**src/include/cdv_pkg.sv**
```systemverilog
package cdv_pkg;

	// ----------------------------------------
	// Register map (plain port, word index)
	// ----------------------------------------
	localparam int          CDV_ADDR_W          = 2;
	localparam int          CDV_DATA_W          = 16;
	localparam logic [1:0]  CDV_ADDR_CTRL       = 2'h0;
	localparam logic [1:0]  CDV_ADDR_WINDOW     = 2'h1;

	// ----------------------------------------
	// Value pointer codes
	// ----------------------------------------
	localparam logic [1:0]  CDV_PTR_YEAR        = 2'h3;
	localparam logic [1:0]  CDV_PTR_MONTH_DAY   = 2'h2;

	// ----------------------------------------
	// Control register fields
	// ----------------------------------------
	localparam int          CDV_CTRL_UNLOCK_BIT = 0;
	localparam int          CDV_CTRL_PTR_LSB    = 8;
	localparam logic [1:0]  CDV_PTR_RESET       = 2'h0;
	localparam logic        CDV_UNLOCK_RESET    = 1'b0;

	// ----------------------------------------
	// Digit field positions
	// ----------------------------------------
	localparam int          CDV_YEAR_TENS_LSB   = 4;
	localparam int          CDV_YEAR_ONES_LSB   = 0;
	localparam int          CDV_MONTH_TENS_BIT  = 12;
	localparam int          CDV_MONTH_ONES_LSB  = 8;
	localparam int          CDV_DAY_TENS_LSB    = 4;
	localparam int          CDV_DAY_ONES_LSB    = 0;

	// Writable masks of the two date registers
	localparam logic [15:0] CDV_YEAR_MASK       = 16'h00ff;
	localparam logic [15:0] CDV_MONTH_DAY_MASK  = 16'h1f3f;

	typedef enum logic [1:0] {
		CDV_SEL_OTHER,
		CDV_SEL_YEAR,
		CDV_SEL_MONTH_DAY
	} cdv_sel_t;

endpackage

```
**src/hdl/cdv_date_regs.sv**
```systemverilog
// Implementation choices: the register addresses and the plain strobed port.
`timescale 1ns/1ps
// Operation
// - Pointer 11 maps year onto window
// - Pointer 10 maps month-day onto window
// - Year tens bits 7-4, ones 3-0
// - Month tens single bit 12
// - Month ones bits 11-8
// - Day tens bits 5-4
// - Day ones bits 3-0
// - Date writes accepted only while unlocked
// - Unimplemented bits read as zero
// - Digits read/write, undefined after power-on
module cdv_date_regs
	import cdv_pkg::*;
(
	input  wire logic                  ref_clk,
	input  wire logic                  resetn,
	input  wire logic [CDV_ADDR_W-1:0] reg_addr,
	input  wire logic [CDV_DATA_W-1:0] reg_wdata,
	input  wire logic                  reg_wr,
	input  wire logic                  reg_rd,
	output logic      [CDV_DATA_W-1:0] reg_rdata,
	output logic      [1:0]            value_pointer,
	output logic                       value_write_unlock,
	output logic      [3:0]            year_tens,
	output logic      [3:0]            year_ones,
	output logic                       month_tens,
	output logic      [3:0]            month_ones,
	output logic      [1:0]            day_tens,
	output logic      [3:0]            day_ones
);

	// ----------------------------------------
	// Local field widths
	// ----------------------------------------
	localparam int PTR_W        = 2;
	localparam int DIGIT_W      = 4;
	localparam int MONTH_TENS_W = 1;
	localparam int DAY_TENS_W   = 2;
	localparam int N_DIGITS     = 6;

	// ----------------------------------------
	// State
	// ----------------------------------------
	typedef struct packed {
		logic [PTR_W-1:0]      ptr;
		logic                  unlock;
		logic [15:0]           year;
		logic [15:0]           md;
		logic [CDV_DATA_W-1:0] rdata;
	} cdv_state_t;

	cdv_state_t s_q;
	cdv_state_t s_d;

	// ----------------------------------------
	// Helper functions
	// ----------------------------------------
	// Ones over a field of the given position and width
	function automatic logic [15:0] cdv_field_mask(
		input int lsb,
		input int width
	);
		logic [15:0] m;
		m = '0;
		for (int i = 0; i < 16; i++) begin
			if (i >= lsb && i < lsb + width) begin
				m[i] = 1'b1;
			end
		end
		return m;
	endfunction

	// Which date register the pointer selects
	function automatic cdv_sel_t cdv_decode(
		input logic [PTR_W-1:0] p
	);
		case (p)
			CDV_PTR_YEAR: begin
				cdv_decode = CDV_SEL_YEAR;
			end
			CDV_PTR_MONTH_DAY: begin
				cdv_decode = CDV_SEL_MONTH_DAY;
			end
			default: begin
				cdv_decode = CDV_SEL_OTHER;
			end
		endcase
	endfunction

	// Implemented bits of the selected date register
	function automatic logic [15:0] cdv_window_mask(
		input cdv_sel_t sel
	);
		case (sel)
			CDV_SEL_YEAR: begin
				cdv_window_mask = CDV_YEAR_MASK;
			end
			CDV_SEL_MONTH_DAY: begin
				cdv_window_mask = CDV_MONTH_DAY_MASK;
			end
			default: begin
				cdv_window_mask = '0;
			end
		endcase
	endfunction

	// Read image of the control register
	function automatic logic [CDV_DATA_W-1:0] cdv_ctrl_image(
		input logic [PTR_W-1:0] ptr,
		input logic             unlock
	);
		logic [CDV_DATA_W-1:0] img;
		img = '0;
		img[CDV_CTRL_UNLOCK_BIT]        = unlock;
		img[CDV_CTRL_PTR_LSB +: PTR_W]  = ptr;
		return img;
	endfunction

	// Bit position of each digit, year first, tens before ones
	function automatic int cdv_digit_lsb(input int idx);
		case (idx)
			0:       return CDV_YEAR_TENS_LSB;
			1:       return CDV_YEAR_ONES_LSB;
			2:       return CDV_MONTH_TENS_BIT;
			3:       return CDV_MONTH_ONES_LSB;
			4:       return CDV_DAY_TENS_LSB;
			5:       return CDV_DAY_ONES_LSB;
			default: return 0;
		endcase
	endfunction

	// Width of each digit, same order
	function automatic int cdv_digit_width(input int idx);
		case (idx)
			0:       return DIGIT_W;
			1:       return DIGIT_W;
			2:       return MONTH_TENS_W;
			3:       return DIGIT_W;
			4:       return DAY_TENS_W;
			5:       return DIGIT_W;
			default: return 0;
		endcase
	endfunction

	// The first two digits live in the year register
	function automatic bit cdv_digit_in_year(input int idx);
		return idx < 2;
	endfunction

	// ----------------------------------------
	// Field masks built from the digit positions
	// ----------------------------------------
	localparam logic [15:0] YEAR_FIELDS =
		cdv_field_mask(CDV_YEAR_TENS_LSB, DIGIT_W) |
		cdv_field_mask(CDV_YEAR_ONES_LSB, DIGIT_W);
	localparam logic [15:0] MONTH_DAY_FIELDS =
		cdv_field_mask(CDV_MONTH_TENS_BIT, MONTH_TENS_W) |
		cdv_field_mask(CDV_MONTH_ONES_LSB, DIGIT_W) |
		cdv_field_mask(CDV_DAY_TENS_LSB, DAY_TENS_W) |
		cdv_field_mask(CDV_DAY_ONES_LSB, DIGIT_W);

	// ----------------------------------------
	// Elaboration checks
	// ----------------------------------------
	generate
		if (CDV_DATA_W != 16) begin : g_bad_width
			$error("cdv_date_regs: register width must be 16");
		end
		if (CDV_ADDR_W < 1) begin : g_bad_addr
			$error("cdv_date_regs: address needs at least one bit");
		end
		if (CDV_CTRL_PTR_LSB + PTR_W > CDV_DATA_W) begin : g_bad_ptr
			$error("cdv_date_regs: pointer field outside the control register");
		end
		if (CDV_CTRL_UNLOCK_BIT >= CDV_DATA_W) begin : g_bad_unlock
			$error("cdv_date_regs: unlock bit outside the control register");
		end
		if (CDV_CTRL_UNLOCK_BIT >= CDV_CTRL_PTR_LSB &&
		    CDV_CTRL_UNLOCK_BIT < CDV_CTRL_PTR_LSB + PTR_W) begin : g_bad_overlap
			$error("cdv_date_regs: unlock bit overlaps the pointer field");
		end
		if (YEAR_FIELDS != CDV_YEAR_MASK) begin : g_bad_year_mask
			$error("cdv_date_regs: year mask does not match its digits");
		end
		if (MONTH_DAY_FIELDS != CDV_MONTH_DAY_MASK) begin : g_bad_md_mask
			$error("cdv_date_regs: month-day mask does not match its digits");
		end
		if (CDV_PTR_YEAR == CDV_PTR_MONTH_DAY) begin : g_bad_codes
			$error("cdv_date_regs: pointer codes must differ");
		end
		if (CDV_ADDR_CTRL == CDV_ADDR_WINDOW) begin : g_bad_map
			$error("cdv_date_regs: control and window indexes must differ");
		end
	endgenerate

	// ----------------------------------------
	// Bus decode
	// ----------------------------------------
	// Unmapped indexes read zero and ignore writes
	logic        ctrl_wr;
	logic        ctrl_rd;
	logic        win_wr;
	logic        win_rd;
	cdv_sel_t    sel;
	logic [15:0] win_mask;

	assign ctrl_wr  = reg_wr && (reg_addr == CDV_ADDR_CTRL);
	assign ctrl_rd  = reg_rd && (reg_addr == CDV_ADDR_CTRL);
	assign win_wr   = reg_wr && (reg_addr == CDV_ADDR_WINDOW);
	assign win_rd   = reg_rd && (reg_addr == CDV_ADDR_WINDOW);
	assign sel      = cdv_decode(s_q.ptr);
	assign win_mask = cdv_window_mask(sel);

	// ----------------------------------------
	// Next state
	// ----------------------------------------
	always_comb begin
		s_d       = s_q;
		s_d.rdata = '0;
		// Pointer and unlock bit
		if (ctrl_wr) begin
			s_d.unlock = reg_wdata[CDV_CTRL_UNLOCK_BIT];
			s_d.ptr    = reg_wdata[CDV_CTRL_PTR_LSB +: PTR_W];
		end
		// Window writes use the pointer from before this edge
		if (win_wr && s_q.unlock) begin
			case (sel)
				CDV_SEL_YEAR: begin
					s_d.year = reg_wdata & win_mask;
				end
				CDV_SEL_MONTH_DAY: begin
					s_d.md = reg_wdata & win_mask;
				end
				default: begin
					// Time and weekday registers live outside this block
					s_d.md = s_q.md;
				end
			endcase
		end
		// Read data stands for one cycle, zero otherwise
		if (ctrl_rd) begin
			s_d.rdata = cdv_ctrl_image(s_q.ptr, s_q.unlock);
		end
		if (win_rd) begin
			case (sel)
				CDV_SEL_YEAR: begin
					s_d.rdata = s_q.year & win_mask;
				end
				CDV_SEL_MONTH_DAY: begin
					s_d.rdata = s_q.md & win_mask;
				end
				default: begin
					s_d.rdata = '0;
				end
			endcase
		end
	end

	// ----------------------------------------
	// Registers; date digits keep no reset value
	// ----------------------------------------
	always_ff @(posedge ref_clk) begin
		s_q <= s_d;
		if (!resetn) begin
			s_q.ptr    <= CDV_PTR_RESET;
			s_q.unlock <= CDV_UNLOCK_RESET;
			s_q.rdata  <= '0;
		end
	end

	// ----------------------------------------
	// Digit view of the two date registers
	// ----------------------------------------
	// Each digit is right-aligned in its slot
	logic [DIGIT_W-1:0] digit_view [N_DIGITS];

	for (genvar g = 0; g < N_DIGITS; g++) begin : g_digit
		localparam int LSB     = cdv_digit_lsb(g);
		localparam int WID     = cdv_digit_width(g);
		localparam bit IN_YEAR = cdv_digit_in_year(g);
		logic [15:0] src;

		if (LSB + WID > 16) begin : g_bad_field
			$error("cdv_date_regs: digit field outside the register");
		end
		if (WID > DIGIT_W) begin : g_bad_slot
			$error("cdv_date_regs: digit wider than its slot");
		end
		assign src           = IN_YEAR ? s_q.year : s_q.md;
		assign digit_view[g] = DIGIT_W'((src >> LSB) & ((16'h1 << WID) - 16'h1));
	end

	// ----------------------------------------
	// Outputs
	// ----------------------------------------
	assign reg_rdata          = s_q.rdata;
	assign value_pointer      = s_q.ptr;
	assign value_write_unlock = s_q.unlock;
	assign year_tens          = digit_view[0];
	assign year_ones          = digit_view[1];
	assign month_tens         = digit_view[2][0];
	assign month_ones         = digit_view[3];
	assign day_tens           = digit_view[4][1:0];
	assign day_ones           = digit_view[5];

endmodule

```
**config.mk**
```make
export PLATFORM = sky130hd
export DESIGN_NAME = cdv_date_regs
export DESIGN_NICKNAME = d
export VERILOG_FILES = /design/src/include/cdv_pkg.sv /design/src/hdl/cdv_date_regs.sv
export SDC_FILE = /design/constraint.sdc
export NUM_CORES = 1
export LEC_CHECK = 0
export ABC_AREA = 1
export BUFFER_PORTS_ARGS = -buffer_cell sky130_fd_sc_hd__buf_2
export CORE_MARGIN = 5
export CORE_UTILIZATION = 35
export CTS_CLUSTER_SIZE = 25
export DETAILED_ROUTE_END_ITERATION = 10
export PLACE_DENSITY = 0.71
export SETUP_SLACK_MARGIN = 0.4
export SYNTH_ARGS = -nofsm -noshare
export SYNTH_HDL_FRONTEND = slang
export SYNTH_SLANG_ARGS = --single-unit
```
**constraint.sdc**
```tcl
create_clock -name ref_clk -period 2.28 [get_ports ref_clk]
set_input_delay 0.228 -clock ref_clk [delete_from_list [all_inputs] [get_ports ref_clk]]
set_output_delay 0.228 -clock ref_clk [all_outputs]
set_load 0.05 [all_outputs]
```
* After elaboration in Yosys (flattened, before gate mapping) *
Index checks and enable logic that the tools add are counted.

word-level totals
  register bits = 51
  logic and storage cells = 26

operators by class
  mux-type cells = 5
  bitwise logic cells = 3
  equal/unequal tests = 5
  reductions and logical operators = 8

operators with widths
  operator                                                         number
  16-bit AND                                                       3
  16-bit one-hot mux with 2 select lines                           1
  13-bit one-hot mux with 2 select lines                           1
  16-bit two-way mux                                               1
  10-bit two-way mux                                               1
  2-bit == test, second input constant                             3
  1-bit logical AND                                                5
  2-bit by 1-bit == test with 1-bit output, second input constant  2
  2-bit one-hot mux with 2 select lines                            1
  2-bit AND reduction                                              2
  2-bit logical NOT                                                1

* Longest topological paths before layout *
  depth after elaboration = 7
  gate-level depth with buffers = 5
  gate-level depth less buffers = 5

* Least setup slack after synthesis *
Ideal clock, no wire load.

  path kind = reg-to-reg
  start point = register s_q, in the netlist value_pointer[1]
  end point = register s_q, in the netlist g_digit[2].src[0], enable pin
  slack = 0.472 ns
  data arrival time = 1.429 ns
  stages on the path, launching flop included = 4
  path buffers = 1
  path through = dfxtp_1 buf_6 nand2_4 nor2_1

on the way
  longest elaborated chain between the ends = 4
  elaborated cells on any way between the ends = 5
  classes of those cells = eq/ne: 3; mux: 1; reduce/logical: 1

RTL lines
  what                                     RTL line              RTL
  start, declared                          cdv_date_regs.sv:54   cdv_state_t s_q;
  2-bit == test                            cdv_date_regs.sv:79   case (p)
  2-bit one-hot mux with 2 select lines *  cdv_date_regs.sv:79
  2-bit == test *                          cdv_date_regs.sv:229  case (sel)
  2-bit AND reduction (no line) *          -

Every way passes the cells marked *; elsewhere a longest branch is shown, timed or not.
A chain may end at the register's enable or synchronous reset.

* Worst setup path in the final report *
  start point = register s_q, in the netlist value_pointer[0]
  end point = output port value_pointer[0]

RTL lines
  what           RTL line             RTL
  end, declared  cdv_date_regs.sv:24  output logic [1:0] value_pointer,

No word-level cell between the ends.

==> results by group <==
Worst setup path
  – Max Fanout on Critical Path: 13
  – Cell family with most CP delay: flip-flops
  – R2r setup slk: 790 ps
  – Critical Path Slowest Stage Cell: dfxtp_1
  – RR Endpoint: g_digit[2].src[1]
  – Worst Setup Start Kind: flop
  – Critical Path RT: 2050 ps
  – CP cell instances: buf_2
  – Setup CP Type: flop to output port
  – Buffers & Inverters on Critical Path: 1
  – R2r startpoint: value_pointer[0]
  – Worst Setup End Kind: output port
  – Slowest Stage Delay on Critical Path: 690 ps
  – FF-to-FF path depth: 4
  – WP data arrival: 1350 ps

Drt
  – Via density: 4.42
  – Drt pass-1 iters: 4
  – Detailed Route WL: 3040 um
  – DR vias: 1,082
  – Drt wl/cell: 12.4 um
  – 1st-iter DRT viols: 75
  – Routed Antenna Nets: 0
  – DRC: 0

Synthesis
  – Share of the yosys chip area belonging to registers: 58.1%
  – Synth Cell Area: 1530 um2
  – Ys Warns: 0
  – Mean post-synth cell area: 10.1 um2
  – Top cell type's share of synthesized area: 37.2%
  – Synth area leader: edfxtp_1
  – Area contributors post-synth: edfxtp_1 (37%), dfxtp_1 (21%), buf_4 (11%)
  – Post-synth cell types: 20
  – Synth Register Bits: 35
  – Cell count after synthesis: 152

Pwr
  – Leakage: 0.794 nW
  – Tot Pwr: 1.22 mW
  – Pwr dens: 683 nW/um2
  – Worst vdd ir: 0.373 mV

Clock network
  – CTS H-tree lvls: 2
  – Clock Latency Late Sink: 280 ps
  – Worst-path clk slew: 70 ps
  – Number of buffers created by CTS: 5
  – CTS tree: done
  – Root Driver: clkbuf_8
  – Clk sinks: 35
  – Post_cts resized: 0
  – Clock Path Buffers: 2
  – Post CTS Setup Buffer Count: 0
  – # hold bufs at CTS: 0

Placed design
  – Routability cong.: 0.829
  – Hpwl dp: 2260 um
  – Buffers added on ports: 53

GRT
  – All-Layer GR Usage: 10.9%
  – Antenna violations before repair: 0
  – Layer with the highest usage: met2
  – Wire length of the first global-routing pass: 4940 um
  – Grt total ovfl: 0
  – Vias in the first global route: 1,063
  – Met2 Track Usage GR: 18.2%
  – Met3 usage: 4.96%
  – Largest net degree at the start of global routing: 23
  – Global routing usage on met1: 11.3%

Timing
  – RSZ-0062 raised after global routing: no
  – Worst slew margin: 61.1%
  – Final min period: 1580 ps
  – Clock skew: 6.82 ps
  – Final setup TNS: 0 ps
  – Fmax: 634 MHz
  – Hold Vio Cnt, Final: 0
  – Slew Limit Fails: 0
  – Final Cycle Share: 69.2%
  – Finish-stage setup viols: 0
  – Hold slack: 214 ps
  – Worst slew pin tran: 582 ps

Finish
  – Area added between synthesis and finish: 16.5%
  – Antenna diodes: 0
  – Fillers: 444
  – Multi-input logic area: 373 um2
  – Nets: 214
  – Layout cell share with drive strength beyond 1: 40.4%
  – Register area: 891 um2
  – Finished Core Util: 41.6%

Floorplan
  – Std-Cell Rows: 24
  – Core footprint: 4290 um2
  – Die footprint: 5800 um2
  – Initial Util: 35.7%
  – Io pins: 60
  – Die X: 76.2 um
  – Die Height: 76.2 um

Min path
  – Hold endpoint: value_write_unlock
  – Hold Crit Depth: 3
  – Min-delay src: reg_wdata[0]
  – Hold Crit Class: primary input to flop

Run status
  – Status: complete, no violations

Run
  – Max_cap viols: 0
cells by family (layout without fill, tap and decap cells):
group / after synthesis / count (layout) / synth area share (%)
and+or+nand+nor: 60 / 60 / 18.8
buffers and inverters: 45 / 84 / 18.0
DFF: 35 / 35 / 58.1
AOI/OAI and AO/OA: 11 / 11 / 4.82
other: 1 / 3 / 0.245
state kept, by name, summed over array words and instances, names as in the netlist:
signal,flops
reg_rdata,13
value_pointer,2
g_digit.src,19
value_write_unlock,1
cell usage in the layout, fill, tap and decap left out, types with 3 or more instances in the layout:
cell,n
a21oi_2,5
nor2_2,3
conb_1,3
edfxtp_1,19
nand3_1,20
a21oi_1,3
nand2_1,11
dfxtp_1,16
buf_2,53
inv_1,17
nor2_1,20
buf_4,3
clkbuf_8,6
o21ai_0,3
worst max-delay path by stage:
| stage | slack [ps] | depth (start not counted) | end | startpoint |
|---|---|---|---|---|
| after CTS | 690 | 1 | value_pointer[0] | value_pointer[0] |
| after detailed placement | 790 | 3 | g_digit[0].src[3] | value_pointer[0] |
| after floorplan | 470 | 3 | g_digit[2].src[0] | value_pointer[1] |
| after global placement | 860 | 4 | g_digit[2].src[5] | value_pointer[0] |
| after global routing | 630 | 1 | value_pointer[0] | value_pointer[0] |
| final | 700 | 1 | value_pointer[0] | value_pointer[0] |
per-layer routing:
metal	vias up	part of all wire, %
met4	0	1.7
met3	5	9.1
met5	-	0
met2	45	50
met1	492	39
li1	540	-
synthesized netlist by cell type:
cell type and number:
inv_2 1, nor2_2 3, nand2_4 2, a21oi_1 3, nor2_1 20, nor2_4 1
clkinv_1 1, buf_6 3, nand4_1 1, nand2_2 2, o21ai_0 3, edfxtp_1 19
dfxtp_1 16, a21oi_2 5, inv_1 17, nand3_1 20, buf_4 22, nand2_1 11
conb_1 1, inv_4 1
cell type report:
type                    count  share of cell area (%)
inverters                  20                    4.34
well taps                  52                    3.64
repair buffers             56                    16.1
clock buffers               7                    4.84
multi-input cells          74                    20.9
clock inverters             1                   0.280
flip-flops and latches     35                    49.9
where the power goes:
group / internal (mW) / switching (mW) / total [mW]
logic: 0.0263 / 0.0639 / 0.0902
registers: 0.665 / 0.00758 / 0.672
clock network: 0.244 / 0.213 / 0.457
total: 0.934 / 0.285 / 1.22
tightest hold or removal path, stage by stage:
cell	delay [ps]
buf_2	80
o21ai_0	70
nor2_1	80
stage by stage:
stage                     instances  setup slack, ps  cell area (um2)
final                           245              703             1790
after global routing            245              635             1790
after CTS                       245              693             1790
after detailed placement        237              792             1690
after global placement          237              859             1690
after floorplan                 154              472             1540
No activity file was read; power rests on OpenSTA's default activity.
